**src/inc/pps_pkg.sv**
```systemverilog
// constants and carrier types for the parallel port register set
// assumes a single 250 MHz clock and a synchronous active-high reset
`default_nettype none
package pps_pkg;
  // ************************************************************
  // port offsets
  // ************************************************************
  localparam logic [2:0] OFF_DATA = 3'h0;
  localparam logic [2:0] OFF_STATUS = 3'h1;
  localparam logic [2:0] OFF_CTRL = 3'h2;
  localparam logic [2:0] OFF_EPP_ADDR = 3'h3;
  localparam int ADDR_W = 16;
  localparam int BASE_W = 13;
  // ************************************************************
  // field positions
  // ************************************************************
  localparam int CTL_STROBE = 0;
  localparam int CTL_LINEFEED = 1;
  localparam int CTL_INIT = 2;
  localparam int CTL_SELECT = 3;
  localparam int CTL_IRQ_EN = 4;
  localparam int CTL_DIR = 5;
  localparam int CTL_W = 6;
  // ************************************************************
  // reset values
  // ************************************************************
  localparam logic [7:0] DATA_RST = 8'h00;
  localparam logic [CTL_W-1:0] CTRL_RST = 6'h00;
  localparam logic [7:0] EPP_RST = 8'h00;
  localparam logic [7:0] IDLE_READ = 8'h00;
  // ************************************************************
  // timing
  // ************************************************************
  localparam int CLK_PERIOD_NS = 4;
  localparam int TIMEOUT_NS = 10000;
  localparam int TIMEOUT_CYC = TIMEOUT_NS / CLK_PERIOD_NS;
  localparam int WD_W = 12;
  // ************************************************************
  // types
  // ************************************************************
  typedef enum logic [1:0] {
    PPS_MODE_PRINTER = 2'b00,
    PPS_MODE_BIDIR = 2'b01,
    PPS_MODE_EPP = 2'b10,
    PPS_MODE_ECP = 2'b11
  } pps_mode_t;

  typedef struct packed {
    logic [7:0] pd;
    logic fault;
    logic online;
    logic paper;
    logic ack;
    logic busy;
  } pps_pins_t;

  typedef struct packed {
    pps_pins_t sync1;
    pps_pins_t sync2;
    logic [7:0] data;
    logic [CTL_W-1:0] ctrl;
    logic [7:0] epp;
    logic tmo;
    logic rd_prev;
    logic rd_status;
    logic [7:0] rdata;
    logic ack_prev;
    logic irq;
    logic epp_active;
    logic epp_wr;
    logic epp_low;
    logic [7:0] pd_out;
    logic pd_oe;
    logic strobe_n;
    logic linefeed_n;
    logic init;
    logic select_n;
  } pps_state_t;

  typedef struct packed {
    logic [WD_W-1:0] count;
    logic expired;
  } pps_wd_t;
endpackage
`default_nettype wire

```
**src/hdl/pps_port.sv**
```systemverilog
// host register set of a multi-mode parallel port
// assumes host strobes come from logic on sys_clk_in; cable pins are asynchronous
`default_nettype none
module pps_port
  import pps_pkg::*;
(
  // clock and reset
  input wire logic sys_clk_in,
  input wire logic reset_in,
  // configuration
  input wire logic port_enable_in,
  input wire logic [BASE_W-1:0] base_addr_in,
  input wire pps_mode_t mode_in,
  input wire logic timeout_clear_sel_in,
  // host i/o cycle
  input wire logic [ADDR_W-1:0] io_addr_in,
  input wire logic [7:0] io_wdata_in,
  input wire logic io_wr_in,
  input wire logic io_rd_in,
  output logic [7:0] io_rdata_out,
  output logic irq_out,
  // cable data lines
  input wire logic [7:0] port_data_lines_in,
  output logic [7:0] port_data_lines_out,
  output logic port_data_lines_oe_out,
  // cable status inputs
  input wire logic printer_fault_input_in,
  input wire logic printer_online_input_in,
  input wire logic paper_out_input_in,
  input wire logic acknowledge_input_in,
  input wire logic printer_busy_in,
  // cable control outputs
  output logic strobe_pin_out_n_out,
  output logic line_feed_pin_n_out,
  output logic printer_initialise_out,
  output logic select_in_pin_n_out
);
  pps_state_t s_q;
  pps_state_t s_d;
  pps_pins_t pins;
  logic hit;
  logic [2:0] off;
  logic epp_mode;
  logic wr_hit;
  logic rd_start;
  logic rd_end;
  logic tmo_set;
  logic wd_expired;
  logic [7:0] status_byte;

  // ************************************************************
  // decode helpers
  // ************************************************************
  function automatic logic port_present(input logic [2:0] o, input logic epp);
    port_present = (o <= OFF_CTRL) || epp;
  endfunction

  assign off = io_addr_in[2:0];
  assign hit = port_enable_in && (io_addr_in[ADDR_W-1:3] == base_addr_in);
  assign epp_mode = (mode_in == PPS_MODE_EPP);
  assign wr_hit = io_wr_in && hit && port_present(off, epp_mode);
  assign rd_start = io_rd_in && !s_q.rd_prev && hit;
  assign rd_end = s_q.rd_prev && !io_rd_in;
  assign tmo_set = wd_expired && epp_mode;

  assign pins.pd = port_data_lines_in;
  assign pins.fault = printer_fault_input_in;
  assign pins.online = printer_online_input_in;
  assign pins.paper = paper_out_input_in;
  assign pins.ack = acknowledge_input_in;
  assign pins.busy = printer_busy_in;

  // status: ready is the complement of busy
  assign status_byte = {!s_q.sync2.busy, s_q.sync2.ack, s_q.sync2.paper,
                        s_q.sync2.online, s_q.sync2.fault,
                        2'b00, s_q.tmo};

  // ************************************************************
  // enhanced-cycle watchdog
  // ************************************************************
  pps_watchdog u_watchdog (
    .sys_clk_in(sys_clk_in),
    .reset_in(reset_in),
    .run_in(s_q.epp_active),
    .expired_out(wd_expired)
  );

  // ************************************************************
  // next state
  // ************************************************************
  always_comb begin
    s_d = s_q;
    // two flops on every cable level, so status reads lag the pins by two cycles
    s_d.sync1 = pins;
    s_d.sync2 = s_q.sync1;
    s_d.rd_prev = io_rd_in;
    s_d.ack_prev = s_q.sync2.ack;
    // host writes
    if (wr_hit) begin
      case (off)
        OFF_DATA: begin
          s_d.data = io_wdata_in;
        end
        OFF_STATUS: begin
          // only EPP mode gives the status port a write path
          if (epp_mode && !timeout_clear_sel_in && io_wdata_in[0]) begin
            s_d.tmo = 1'b0;
          end
        end
        OFF_CTRL: begin
          s_d.ctrl = io_wdata_in[CTL_W-1:0];
        end
        default: begin
          s_d.epp = io_wdata_in;
          s_d.epp_active = 1'b1;
          s_d.epp_wr = 1'b1;
          s_d.epp_low = 1'b0;
        end
      endcase
    end
    // host reads: the answer is captured at the start and held
    if (rd_start) begin
      s_d.rd_status = (off == OFF_STATUS);
      case (off)
        OFF_DATA: begin
          s_d.rdata = s_q.sync2.pd;
        end
        OFF_STATUS: begin
          s_d.rdata = status_byte;
        end
        OFF_CTRL: begin
          s_d.rdata = {2'b00, s_q.ctrl};
        end
        default: begin
          if (epp_mode) begin
            s_d.rdata = s_q.sync2.pd;
            s_d.epp_active = 1'b1;
            s_d.epp_wr = 1'b0;
            s_d.epp_low = 1'b0;
          end else begin
            s_d.rdata = IDLE_READ;
          end
        end
      endcase
    end
    if (rd_end && s_q.rd_status && timeout_clear_sel_in) begin
      s_d.tmo = 1'b0;
    end
    if (rd_end) begin
      s_d.rd_status = 1'b0;
    end
    // enhanced cycle ends once wait has dropped and risen again
    if (s_q.epp_active && !s_q.sync2.busy) begin
      s_d.epp_low = 1'b1;
    end
    if (s_q.epp_active && s_q.epp_low && s_q.sync2.busy) begin
      s_d.epp_active = 1'b0;
      s_d.epp_wr = 1'b0;
    end
    // set beats any clear in the same cycle
    if (tmo_set) begin
      s_d.tmo = 1'b1;
      s_d.epp_active = 1'b0;
      s_d.epp_wr = 1'b0;
    end
    // acknowledge edge interrupt, a one-cycle pulse
    s_d.irq = s_q.ctrl[CTL_IRQ_EN] && s_q.sync2.ack && !s_q.ack_prev;
    // pins
    s_d.pd_out = s_d.epp_wr ? s_d.epp : s_d.data;
    if (mode_in == PPS_MODE_PRINTER || s_d.epp_wr) begin
      s_d.pd_oe = 1'b1;
    end else begin
      s_d.pd_oe = !s_d.ctrl[CTL_DIR];
    end
    s_d.strobe_n = !s_d.ctrl[CTL_STROBE];
    s_d.linefeed_n = !s_d.ctrl[CTL_LINEFEED];
    s_d.init = s_d.ctrl[CTL_INIT];
    s_d.select_n = !s_d.ctrl[CTL_SELECT];
  end

  // ************************************************************
  // state register
  // ************************************************************
  always_ff @(posedge sys_clk_in) begin
    if (reset_in) begin
      s_q <= '0;
      s_q.data <= DATA_RST;
      s_q.ctrl <= CTRL_RST;
      s_q.epp <= EPP_RST;
      s_q.tmo <= 1'b0;
      s_q.rdata <= IDLE_READ;
      s_q.pd_out <= DATA_RST;
      s_q.pd_oe <= 1'b1;
      s_q.strobe_n <= 1'b1;
      s_q.linefeed_n <= 1'b1;
      s_q.select_n <= 1'b1;
    end else begin
      s_q <= s_d;
    end
  end

  // ************************************************************
  // outputs
  // ************************************************************
  assign io_rdata_out = s_q.rdata;
  assign irq_out = s_q.irq;
  assign port_data_lines_out = s_q.pd_out;
  assign port_data_lines_oe_out = s_q.pd_oe;
  assign strobe_pin_out_n_out = s_q.strobe_n;
  assign line_feed_pin_n_out = s_q.linefeed_n;
  assign printer_initialise_out = s_q.init;
  assign select_in_pin_n_out = s_q.select_n;
endmodule
`default_nettype wire

```
**src/hdl/pps_watchdog.sv**
```systemverilog
// enhanced-cycle watchdog: pulses after each fixed time of unbroken run
// assumes run_in comes from logic on the same clock
`default_nettype none
module pps_watchdog
  import pps_pkg::*;
(
  // clock and reset
  input wire logic sys_clk_in,
  input wire logic reset_in,
  // control
  input wire logic run_in,
  output logic expired_out
);
  pps_wd_t s_q;
  pps_wd_t s_d;

  // ************************************************************
  // counter
  // ************************************************************
  always_comb begin
    s_d = s_q;
    s_d.expired = 1'b0;
    if (!run_in) begin
      s_d.count = '0;
    end else if (s_q.count == WD_W'(TIMEOUT_CYC - 1)) begin
      s_d.expired = 1'b1;
      s_d.count = '0;
    end else begin
      s_d.count = s_q.count + 12'h001;
    end
  end

  always_ff @(posedge sys_clk_in) begin
    if (reset_in) begin
      s_q <= '0;
    end else begin
      s_q <= s_d;
    end
  end

  assign expired_out = s_q.expired;
endmodule
`default_nettype wire

```
**config.mk**
```make
export PLATFORM = sky130hd
export DESIGN_NAME = pps_port
export DESIGN_NICKNAME = d
export VERILOG_FILES = /design/src/inc/pps_pkg.sv /design/src/hdl/pps_port.sv /design/src/hdl/pps_watchdog.sv
export SDC_FILE = /design/constraint.sdc
export NUM_CORES = 1
export LEC_CHECK = 0
export BUFFER_PORTS_ARGS = -buffer_cell sky130_fd_sc_hd__buf_2
export CORE_MARGIN = 2
export CORE_UTILIZATION = 54
export DETAILED_ROUTE_END_ITERATION = 8
export PLACE_DENSITY = 0.79
export SYNTH_ARGS = -nofsm -noshare
export SYNTH_HDL_FRONTEND = slang
export SYNTH_SLANG_ARGS = --single-unit
export TNS_END_PERCENT = 5
```
**constraint.sdc**
```tcl
create_clock -name sys_clk_in -period 3.35 [get_ports sys_clk_in]
set_input_delay 0.8375 -clock sys_clk_in [delete_from_list [all_inputs] [get_ports sys_clk_in]]
set_output_delay 0.8375 -clock sys_clk_in [all_outputs]
set_load 0.05 [all_outputs]
```
Yosys cells after proc, flatten, opt, wreduce, memory -nomap -nowiden
Index checks and enable logic that the tools add are counted.

Register bits: 90. Input port bits: 58. Word-level logic and storage cells: 101.

Add/sub/neg operators: 1. $lt $le $gt $ge: 1. Equal/unequal tests: 5. Muxes and demuxes: 20. Bitwise operators: 1. Reductions and logical operators: 40.

Operator list (number): $mux W8 (4); $pmux W8 S3 (1); $mux W23 (1); $logic_and A1 B1 Y1 (16); $mux W3 (5); $eq A13 B13 Y1 (1); $add A12 B1 Y12 const B (1); $eq A12 B12 Y1 const B (1); $logic_not A1 Y1 (9); $reduce_bool A3 Y1 (3); $reduce_or A3 Y1 (3); $mux W1 (8); $mux W6 (1); $reduce_or A2 Y1 (3); $eq A3 B1 Y1 const B (1); $eq A3 B2 Y1 const B (1); $le A3 B2 Y1 const B (1); $logic_not A3 Y1 (1); $reduce_and A3 Y1 (1); $eq A2 B2 Y1 const B (1); $logic_not A2 Y1 (1); $logic_or A1 B1 Y1 (2); $reduce_and A2 Y1 (1); $not A1 Y1 (1).

Longest topological paths before layout
Gate-level depths: netlist of run 1.

Depth after elaboration: 12. Depth in mapped cells: 8.

Hierarchy
From an unflattened synthesis of run 1, not the netlist that was laid out.

Cells, all modules: 379. Area, all modules: 3752.3 um2.

By module, submodules not included: pps_port (instances 1, cells an instance 316, area an instance 3169.3 um2); pps_watchdog (instances 1, cells an instance 63, area an instance 583.1 um2).

Worst setup path after synthesis of run 1
Ideal clock, no wire load.

Path type: input-to-reg. Start: input port base_addr_in[0]. End: register s_q, in the netlist port_data_lines_oe_out. Setup time: 0.134 ns. Arrival: 2.728 ns. Data required time: 3.216 ns. Setup slack: 0.488 ns. Stages on the path: 6. Path buffers: 1. Path through: xor2_1 > or4_4 > or4_1 > clkbuf_2 > mux2i_1 > or4_1.

Cells in the longest elaborated chain, start to end: 12.

RTL lines: from (decl) (RTL line pps_port.sv:12) `input wire logic [BASE_W-1:0] base_addr_in,`; $eq A13 B13 Y1 (*) (RTL line pps_port.sv:59) `assign hit = port_enable_in && (io_addr_in[ADDR_W-1:3] == base_addr_in);`; $logic_and A1 B1 Y1 (*) (RTL line pps_port.sv:59); $logic_and A1 B1 Y1 (2 in a row) (RTL line pps_port.sv:61) `assign wr_hit = io_wr_in && hit && port_present(off, epp_mode);`; $mux W3 (RTL line pps_port.sv:99) `if (wr_hit) begin`; $mux W3 (RTL line pps_port.sv:135) `if (epp_mode) begin`; $mux W3 (RTL line pps_port.sv:124) `case (off)`; $mux W3 (RTL line pps_port.sv:122) `if (rd_start) begin`; $mux W1 (RTL line pps_port.sv:156) `if (s_q.epp_active && s_q.epp_low && s_q.sync2.busy) begin`; $mux W1 (RTL line pps_port.sv:161) `if (tmo_set) begin`; $logic_or A1 B1 Y1 (RTL line pps_port.sv:170) `if (mode_in == PPS_MODE_PRINTER || s_d.epp_wr) begin`; $reduce_or A2 Y1 (no source line); to (decl) (RTL line pps_port.sv:38) `pps_state_t s_q;`.

Every way passes the cells marked *; elsewhere a longest branch is shown, timed or not. The select of a mux whose other input is x is not followed. A chain may end at the register's enable or synchronous reset.

Worst setup path in the final report of run 1
Same ends and word-level chain as after synthesis.

==> results of run 1 <==
state kept, by name, indices dropped and copies added, names as in the netlist:
| name | count |
|---|---|
| io_rdata_out | 8 |
| irq_out | 1 |
| line_feed_pin_n_out | 1 |
| port_data_lines_oe_out | 1 |
| port_data_lines_out | 8 |
| s_d | 14 |
| s_q | 41 |
| select_in_pin_n_out | 1 |
| strobe_pin_out_n_out | 1 |
| u_watchdog.expired_out | 1 |
| u_watchdog.s_q | 12 |
layout by cell type (no fill, tap or decap), types with 10 or more instances in the layout:
master,Yosys,routed
dfxtp_1,89,89
buf_2,2,79
nor2b_1,48,48
nor2_1,28,28
nand2_1,18,18
mux2i_1,17,17
a21oi_1,16,16
nand3_1,16,16
xnor2_1,13,13
inv_1,13,13
a22oi_1,12,12
xor2_1,11,11
clkbuf_8,0,11
nand4_1,10,10
metrics by stage:
| stage | hold slack, ns | area, um2 |
|---|---|---|
| 2_1_floorplan | 0.414 | 3640 |
| 6_report | 0.443 | 4210 |
| 4_1_cts | 0.444 | 4210 |
| 3_3_place_gp | 0.419 | 4000 |
| 5_1_grt | 0.464 | 4210 |
| 3_5_place_dp | 0.424 | 4000 |
path summary, 6_finish.rpt:
kind | from | cells past startpoint | end | slack, ns
setup / recovery | base_addr_in[0] | 6 | port_data_lines_oe_out | 0.61
hold / removal | s_d[59] | 1 | s_q[59] | 0.44
hold reg to reg | s_d[59] | 1 | s_q[59] | 0.44
setup reg to reg | s_q[27] | 5 | port_data_lines_oe_out | 1.42
power breakdown:
| group | internal, mW | leakage, nW | switching, mW | total [mW] |
|---|---|---|---|---|
| combinational | 0.0571 | 1.04 | 0.0688 | 0.126 |
| clock | 0.389 | 0.106 | 0.372 | 0.761 |
| sequential | 1.07 | 0.723 | 0.00545 | 1.08 |
| total | 1.52 | 1.86 | 0.446 | 1.96 |
synthesized netlist by cell type, types with 2 or more instances:
| cell type | n |
|---|---|
| dfxtp_1 | 89 |
| nor2b_1 | 48 |
| nor2_1 | 28 |
| nand2_1 | 18 |
| mux2i_1 | 17 |
| a21oi_1 | 16 |
| buf_4 | 16 |
| nand3_1 | 16 |
| inv_1 | 13 |
| xnor2_1 | 13 |
| a22oi_1 | 12 |
| xor2_1 | 11 |
| clkbuf_1 | 10 |
| nand4_1 | 10 |
| o21ai_0 | 8 |
| nor3_1 | 6 |
| o2bb2ai_1 | 5 |
| a21o_1 | 4 |
| and4_1 | 4 |
| nor4_1 | 4 |
| a22o_1 | 3 |
| a211o_1 | 2 |
| a31oi_1 | 2 |
| and3_1 | 2 |
| buf_1 | 2 |
| buf_2 | 2 |
| nand2b_1 | 2 |
| nand3b_1 | 2 |
| nor3b_1 | 2 |
| or2_2 | 2 |
| or4_1 | 2 |
layout make-up:
cell class              instances  area (um2)
clock inverters                 5        60.1
well taps                      77        96.3
fillers                       520        2210
multi-input cells             251        1630
repair buffers                 86         448
clock buffers                  11         151
inverters                      13        48.8
flip-flops and latches         89        1780
cell families after synthesis:
kind of cell | Yosys count | share of synthesized area [%]
xor gates and xnor gates | 24 | 5.78
muxes | 18 | 4.99
buffers and inverters | 44 | 6.30
DFF | 89 | 49.0
adders and majority gates | 1 | 0.344
and+or+nand+nor | 152 | 23.2
AOI/OAI and AO/OA | 56 | 10.4
routing by layer:
metal  part of all wire, %  track usage (%)  vias up
met5                     0                0        -
met3                   6.3             3.75       10
met2                    47             34.6      103
li1                      -                -     1430
met1                    45             26.2     1282
met4                   1.4             8.37        0
==> flow_summary_export.csv, run 1 <==
group,metric,value,unit
outcome,status,"finished clean",
sta,hold_viol_final,0,
final_layout,antennaDiodeCount,0,
synthesis,async_flop_share,0,%
routing,wl_per_cell,14.1,um
placement,placed_cells,516,
grt,grt_pass1_wl,12.0,mm
floorplanning,fp.dieW,86.1,um
sta,tightestPinTransition,0.609,ns
synthesis,ys_ff_latch,89,
pwr,p_leak,1.86,nW
placement,dp_slack,0.235,ns
routing,vias,2825,
placement,hpwlAfterDp,5.56,mm
routing,firstDrtPassIters,5,
synthesis,yosysWarnings,0,
clocking,clkLatencyLatePin,0.36,ns
grt,grt_use_total,20.6,%
routing,drtIter0Drc,214,
routing,drt_wl_total,7.49,mm
placement,io_buffers,79,
sta,grt_setup_unrepaired,"no",
sta,slew_violations,0,
synthesis,synth_edf_count,0,
setup_path,crit_path_top_delay_cell,"or4_1",
sta,skew,0.00891,ns
grt,antenna_found_initial,0,
setup_path,crit_type,"in2reg",
setup_path,endpoint_kind,"flip-flop",
routing,final_antenna_net_count,0,
synthesis,syn-num-nets,443,
sta,layout_setup_ws,0.610,ns
setup_path,arrival,2.97,ns
grt,overflow,0,
clocking,cts_tree,"yes",
clocking,clk_pin_slew,0.08,ns
sta,setup_violations,0,
floorplanning,die_h,86.1,um
placement,routabilityCongestion,0.916,
hold_path,hp-class,"reg2reg",
clocking,htree_levels,3,
clocking,numCtsBuffers,9,
synthesis,synthCells,384,
floorplanning,num_rows,29,
pwr,powerDensity,466,nW/um2
synthesis,synth_area,3640,um2
synthesis,synth_ff_type,"dfxtp_1",
synthesis,yosys-top-cells-area,"dfxtp_1, nor2b_1, mux2i_1",
final_layout,nets,509,
synthesis,syn_avg_cell_area,9.47,um2
sta,slew_headroom,59.4,%
setup_path,critPathTopFamily,"simple AND/OR/NAND/NOR gates",
sta,timing.setup.tns,0,ns
setup_path,crit_top_cell,"or4_1",
floorplanning,coreArea,6420,um2
setup_path,cp_max_fo,6,
sta,fin_crit_sh,81.8,%
synthesis,synth.top_cell.area_share,49.0,%
floorplanning,die_area,7410,um2
clocking,cts.sinks,89,
floorplanning,start_util,56.6,%
clocking,ctsHoldBuffers,0,
clocking,cts_resized,0,
clocking,cts_setup_buffers,0,
grt,grt_pass1_vias,2580,
synthesis,yosysSeqAreaShare,49.0,%
grt,grt_max_degree,36,
synthesis,yosysUniqueCellTypes,44,
sta,fmax,0.365,GHz
final_layout,fin_util,65.6,%
pwr,irDropWorstVdd,0.000390,V
sta,fin_crit,2.74,ns
final_layout,area_growth_syn_to_layout,15.8,%
clocking,clk_root_buffer_cell,"clkbuf_8",
pwr,fin_total_pwr,1.96,mW
setup_path,worstSetupStartpointType,"primary input",
clocking,clk_path_buf_depth,2,
job,drv_cap,0,
floorplanning,io_pins,80,
setup_path,slowest_delay,0.62,ns
setup_path,cp.required,3.58,ns
setup_path,path_buf_inv,1,
synthesis,yosys.area.top_type,"dfxtp_1",
setup_path,worstPathCellList,"buf_2 -> xor2_1 -> or4_4 -> or4_1 -> mux2i_1 -> or4_1",
routing,drc,0,
final_layout,drive_gt1_share,24.0,%
routing,viasPerCell,5.31,
final_layout,final_cell_count_no_fill,532,
No activity file was read; power rests on OpenSTA's default activity.
==> inputs of run 2 (changes only) <==
--- a/config.mk
+++ b/config.mk
@@ -5,11 +5,12 @@
 export SDC_FILE = /design/constraint.sdc
 export NUM_CORES = 1
 export LEC_CHECK = 0
+export ABC_AREA = 1
 export BUFFER_PORTS_ARGS = -buffer_cell sky130_fd_sc_hd__buf_2
 export CORE_MARGIN = 2
-export CORE_UTILIZATION = 54
+export CORE_UTILIZATION = 49
 export DETAILED_ROUTE_END_ITERATION = 8
-export PLACE_DENSITY = 0.79
+export PLACE_DENSITY = 0.75
 export SYNTH_ARGS = -nofsm -noshare
 export SYNTH_HDL_FRONTEND = slang
 export SYNTH_SLANG_ARGS = --single-unit
==> constraint.sdc (replaced) <==
create_clock -name sys_clk_in -period 2.5 [get_ports sys_clk_in]
set_input_delay 0.625 -clock sys_clk_in [delete_from_list [all_inputs] [get_ports sys_clk_in]]
set_output_delay 0.625 -clock sys_clk_in [all_outputs]
set_load 0.05 [all_outputs]
==> run 2 against run 1 <==
Sequential power grew 33%. Global-route usage shrank 0.65 points. Clock power increased by 29%. Final cell count increased by 40%. Power is 33% higher. Largest cell class unchanged. First-iteration DRC count decreased by 19%. Clock skew down 0.0014 ns. Final area increased by 7.7%. Critical path type unchanged. Highest routed layer unchanged. Sequential cell count unchanged.
==> flow_summary_export.csv, run 2 <==
group,metric,value,unit
synthesis,yosysWarnings,0,
pwr,combPwrFrac,7.4,%
synthesis,post-synth-top-count-cell,"nand2_1",
sta,slew_headroom,63.4,%
grt,grt_pass1_vias,3206,
synthesis,synth_common_cells,"nand2_1, nor2_1, inv_1",
final_layout,layout_commonest_cell,"nand2_1",
floorplanning,coreArea,7810,um2
clocking,cts.sinks,89,
pwr,p_leak,2.32,nW
sta,fmax,0.521,GHz
hold_path,whs_path_depth,2,
setup_path,reg2reg_slack,0.88,ns
placement,hpwlAfterDp,6.19,mm
floorplanning,die_area,8840,um2
sta,fin_crit,1.92,ns
synthesis,syn-num-nets,635,
placement,placed_area,4350,um2
synthesis,synth.top_cell.area_share,44.9,%
routing,drtIter0Drc,173,
sta,fin_crit_sh,76.7,%
pwr,internal_power,2.01,mW
setup_path,r2r-start,"u_watchdog.s_q[3]",
final_layout,drive_gt1_share,18.3,%
synthesis,synth_ff_type,"dfxtp_1",
routing,drt_wl_total,8.33,mm
clocking,clk_pin_slew,0.08,ns
clocking,htree_levels,3,
sta,setup_violations,0,
setup_path,cp_max_fo,9,
routing,wl_per_cell,11.2,um
routing,drc,0,
outcome,status,"finished clean",
final_layout,layout_common_cells,"nand2_1, nor2_1, inv_1",
sta,hold_viol_final,0,
job,drv_cap,0,
hold_path,hp-class,"reg2reg",
sta,slew_violations,0,
setup_path,path_buf_inv,2,
synthesis,yosysSeqAreaShare,44.9,%
final_layout,antennaDiodeCount,0,
grt,grt_use_total,20.0,%
synthesis,async_flop_share,0,%
setup_path,cp.required,2.73,ns
synthesis,synthCells,576,
final_layout,nFillCells,733,
clocking,cts_tree,"yes",
pwr,p_switching,0.607,mW
clocking,cts_setup_buffers,0,
floorplanning,die_h,94.0,um
hold_path,hold_end,"s_q[55]",
floorplanning,num_rows,32,
final_layout,post-route-cell-area,4540,um2
grt,antenna_found_initial,0,
setup_path,endpoint_kind,"flip-flop",
clocking,numCtsBuffers,9,
final_layout,largest_reg_flops,41,
clocking,cts_resized,0,
setup_path,crit_path_top_delay_cell,"nor2_1",
routing,viasPerCell,4.72,
routing,vias,3520,
final_layout,nets,701,
pwr,power_frac_clock,37.5,%
setup_path,r2r_cells,9,
placement,routabilityCongestion,0.794,
routing,firstDrtPassIters,4,
synthesis,yosys.area.top_type,"dfxtp_1",
clocking,clkLatencyLatePin,0.36,ns
setup_path,arrival,2.15,ns
synthesis,yosysUniqueCellTypes,38,
clocking,ctsHoldBuffers,0,
pwr,seqPwrFrac,55.1,%
setup_path,reg2reg_to,"u_watchdog.s_q[12]",
pwr,irDropWorstVdd,0.000434,V
synthesis,syn_avg_cell_area,6.89,um2
setup_path,critPathTopFamily,"simple AND/OR/NAND/NOR gates",
final_layout,largest-register,"s_q",
setup_path,worstPathCellList,"buf_2 -> inv_1 -> nand2_1 -> nand2_1 -> nor2_1 -> nand2_1 -> nor2_1 -> nand2_1 -> nor2_4 -> nand2_2 -> o21ai_0 -> o22ai_1",
setup_path,crit_top_cell,"nand2_1",
pwr,powerDensity,577,nW/um2
sta,grt_setup_unrepaired,"no",
sta,tightestPinTransition,0.546,ns
synthesis,synth_edf_count,0,
final_layout,multi_input_comb_area,1630,um2
setup_path,worstSetupStartpointType,"primary input",
grt,grt_max_degree,38,
final_layout,area_growth_syn_to_layout,14.3,%
synthesis,ys_ff_latch,89,
final_layout,fin_util,58.1,%
pwr,swShare,23.2,%
placement,io_buffers,79,
floorplanning,start_util,50.8,%
grt,overflow,0,
hold_path,hp-start,"s_d[55]",
setup_path,slowest_delay,0.24,ns
routing,final_antenna_net_count,0,
setup_path,startpoint,"base_addr_in[2]",
floorplanning,fp.dieW,94.0,um
final_layout,seqCellArea,1780,um2
floorplanning,io_pins,80,
synthesis,synth_area,3970,um2
synthesis,yosys-top-cells-area,"dfxtp_1, nand2_1, nor2_1",
setup_path,crit_type,"in2reg",
grt,grt_pass1_wl,13.8,mm
sta,skew,0.00756,ns
clocking,clk_root_buffer_cell,"clkbuf_8",
sta,timing.setup.tns,0,ns
clocking,clk_path_buf_depth,2,
[run 2: worst max-delay path by stage]
stage / cells past startpoint / endpoint / slack (ns)
after global placement: 14 / port_data_lines_out[5] / 0.25
after detailed placement: 12 / s_q[13] / 0.20
after CTS: 12 / s_q[13] / 0.57
final: 12 / s_q[13] / 0.58
after floorplan: 13 / port_data_lines_out[0] / 0.69
after global routing: 14 / port_data_lines_out[3] / 0.39
[run 2: cells by family after synthesis]
family / after synthesis / synth area share, %
and+or+nand+nor: 296 / 31.9
buffers and inverters: 131 / 14.2
DFF: 89 / 44.9
adders and majority gates: 1 / 0.315
xor gates and xnor gates: 2 / 0.441
AOI/OAI and AO/OA: 57 / 8.26
[run 2: worst reg2reg max path, stage by stage (launching register included)]
cell,delay (ns)
dfxtp_1,0.37
nand3_1,0.12
inv_1,0.09
nand3_1,0.06
nor2_1,0.14
nand2_1,0.10
nor3_1,0.26
nand3_1,0.16
nand2_1,0.08
nor3b_1,0.16
[run 2: cell type report]
type / instances / area share, %
Inverter: 103 / 8.52
Sequential cell: 89 / 39.3
Tap cell: 102 / 2.81
Multi-Input combinational cell: 356 / 35.8
Clock inverter: 2 / 0.855
Clock buffer: 11 / 3.34
Timing Repair Buffer: 83 / 9.38
[run 2: power by group through the flow]
| stage | logic, mW | registers (mW) | clock network [mW] |
|---|---|---|---|
| floorplan | 0.111 | 1.48 | 0 |
| global placement | 0.188 | 1.48 | 0 |
| detailed placement | 0.192 | 1.48 | 0 |
| CTS | 0.193 | 1.44 | 0.998 |
| global route | 0.219 | 1.45 | 1.06 |
| finish | 0.193 | 1.44 | 0.982 |
[run 2: stage by stage]
step	hold slack, ns	total power, mW	worst slack, ns	cells
after floorplan	0.375	1.59	0.695	576
after global placement	0.389	1.66	0.247	733
after detailed placement	0.394	1.67	0.196	733
after CTS	0.406	2.64	0.569	746
after global routing	0.418	2.73	0.392	746
final	0.403	2.62	0.581	746
[run 2: per-layer routing]
metal  track usage [%]  vias up  wire length, um
met3              5.22       13              546
met4              8.57        0              178
met1              24.5     1523             3810
met2              33.1      108             3790
met5                 0        -                0
li1                  -     1876                -
==> inputs of run 3 (changes only) <==
--- a/config.mk
+++ b/config.mk
@@ -5,12 +5,12 @@
 export SDC_FILE = /design/constraint.sdc
 export NUM_CORES = 1
 export LEC_CHECK = 0
-export ABC_AREA = 1
+export ABC_AREA = 0
 export BUFFER_PORTS_ARGS = -buffer_cell sky130_fd_sc_hd__buf_2
 export CORE_MARGIN = 2
-export CORE_UTILIZATION = 49
+export CORE_UTILIZATION = 54
 export DETAILED_ROUTE_END_ITERATION = 8
-export PLACE_DENSITY = 0.75
+export PLACE_DENSITY = 0.79
 export SYNTH_ARGS = -nofsm -noshare
 export SYNTH_HDL_FRONTEND = slang
 export SYNTH_SLANG_ARGS = --single-unit
==> constraint.sdc (replaced) <==
create_clock -name sys_clk_in -period 1.8 [get_ports sys_clk_in]
set_input_delay 0.45 -clock sys_clk_in [delete_from_list [all_inputs] [get_ports sys_clk_in]]
set_output_delay 0.45 -clock sys_clk_in [all_outputs]
set_load 0.05 [all_outputs]
==> run 3 against run 2 <==
The run now ends with setup timing left. Power rose by 40%. Global-route usage rose by 1.1 points. Critical path depth fell by 6. Clock power rose by 38%. Critical path type unchanged. Highest routed layer unchanged.
==> flow_summary_export.csv, run 3 (synthesized netlist as in run 1, its figures left out) <==
group,metric,value,unit
setup_path,worstSetupStartpointType,"primary input",
final_layout,antennaDiodeCount,0,
setup_path,crit_type,"in2reg",
sta,setup_violations,17,
setup_path,reg2reg_slack,-0.08,ns
clocking,clkLatencyLatePin,0.34,ns
setup_path,cp_max_fo,2,
placement,dp_slack,-0.654,ns
routing,drc,0,
pwr,p_leak,2.01,nW
outcome,status,"complete, but fails checks",
clocking,htree_levels,3,
sta,whs,0.306,ns
pwr,power_frac_clock,37.1,%
final_layout,area_growth_syn_to_layout,23.5,%
sta,grt_setup_unrepaired,"yes",
setup_path,crit_path_top_delay_cell,"or4_4",
sta,slew_headroom,70.5,%
final_layout,nets,536,
routing,drtIter0Drc,197,
placement,placed_area,4230,um2
setup_path,r2r_cells,5,
sta,layout_setup_ws,-0.287,ns
pwr,powerDensity,816,nW/um2
sta,fin_crit,2.09,ns
final_layout,post-route-cell-area,4490,um2
routing,vias,2902,
routing,firstDrtPassIters,4,
pwr,internal_power,2.80,mW
sta,skew,0.00987,ns
final_layout,final_cell_count_no_fill,559,
routing,wl_per_cell,13.8,um
grt,antenna_found_initial,0,
pwr,combPwrFrac,8.2,%
clocking,cts_tree,"yes",
final_layout,drive_gt1_share,30.1,%
final_layout,largest-register,"s_q",
grt,grt_use_total,21.1,%
outcome,violations,"setup timing",
pwr,p_switching,0.862,mW
placement,placed_cells,543,
job,drv_cap,0,
routing,final_antenna_net_count,0,
placement,io_buffers,79,
clocking,clk_pin_slew,0.09,ns
pwr,fin_total_pwr,3.66,mW
grt,grt_max_degree,57,
final_layout,layout_common_cells,"dfxtp_1, buf_2, nor2b_1",
grt,overflow,0,
sta,fin_crit_sh,116,%
setup_path,endpoint_kind,"flip-flop",
clocking,clk_path_buf_depth,2,
pwr,seqPwrFrac,54.7,%
pwr,irDropWorstVdd,0.000635,V
floorplanning,io_pins,80,
setup_path,slowest_delay,0.55,ns
hold_path,hp-class,"in2reg",
hold_path,whs_path_depth,2,
placement,hpwlAfterDp,5.60,mm
final_layout,fin_util,69.9,%
final_layout,layout_commonest_cell,"dfxtp_1",
floorplanning,die_area,7410,um2
floorplanning,die_h,86.1,um
floorplanning,num_rows,29,
routing,drt_wl_total,7.70,mm
pwr,swShare,23.5,%
clocking,numCtsBuffers,9,
final_layout,largest_reg_flops,41,
grt,grt_pass1_wl,12.4,mm
sta,hold_viol_final,0,
setup_path,crit_top_cell,"or4_4",
routing,viasPerCell,5.19,
placement,routabilityCongestion,0.849,
floorplanning,fp.dieW,86.1,um
clocking,clk_root_buffer_cell,"clkbuf_8",
setup_path,arrival,2.30,ns
clocking,cts.sinks,89,
grt,grt_pass1_vias,2798,
sta,tightestPinTransition,0.441,ns
sta,fmax,0.479,GHz
setup_path,cp.required,2.02,ns
setup_path,worstPathCellList,"buf_6 -> xor2_4 -> or4_4 -> or4_4 -> mux2i_1 -> or4_1",
floorplanning,coreArea,6420,um2
floorplanning,start_util,56.6,%
sta,slew_violations,0,
sta,timing.setup.tns,-1.36,ns
-- run 3: cell types whose count changed in the layout (fill, tap and decap cells not counted), sizes merged, moves of 9 or more --
cell	before	now
nor2b	0	48
mux2i	0	17
nand2	142	18
nor2	107	28
buf	83	113
o21ai	21	9
xor2	2	11
a22oi	0	12
inv	101	15
xnor2	0	13
-- run 3: worst max-delay path: cells and delay by family --
family	cells	cell delay, ns
buffers and inverters	1	0.10
multiplexers	1	0.16
XOR/XNOR	1	0.17
AND/OR/NAND/NOR	3	1.43
-- run 3: layer usage --
metal  global-route usage [%]  wire length (um)  vias to the layer above
met5                        0                 0                        -
met4                     9.38               147                        0
met3                     4.14               469                       13
met2                     35.0              3600                       86
met1                     26.7              3480                     1311
li1                         -                 -                     1492
-- run 3: final cells by class --
| class | instances | area [um2] |
|---|---|---|
| tap | 77 | 96.3 |
| multi-input combinational | 251 | 1690 |
| clock buffer | 9 | 124 |
| inverter | 13 | 48.8 |
| clock inverter | 7 | 77.6 |
| fill | 505 | 1930 |
| timing repair buffer | 113 | 676 |
| sequential | 89 | 1780 |
-- run 3: timing repair --
item	CTS	global route
gates resized for setup	6	7
setup endpoints to repair	29	37
cloned	0	0
hold buffers	0	0
pin swaps	4	3
setup buffers	0	0
-- run 3: path summary, 6_finish.rpt --
check,end,from
worst max-delay path,port_data_lines_oe_out,base_addr_in[1]
worst min register to register,s_q[54],s_d[54]
worst max register to register,port_data_lines_oe_out,s_q[27]
worst min-delay path,s_d[51],printer_busy_in
-- run 3: power by group through the flow --
stage / clock network (mW) / logic, mW / registers [mW]
final: 1.36 / 0.300 / 2.00
after global placement: 0 / 0.283 / 2.05
after floorplan: 0 / 0.130 / 2.05
after global routing: 1.47 / 0.329 / 2.01
after CTS: 1.39 / 0.295 / 2.00
after detailed placement: 0 / 0.288 / 2.05
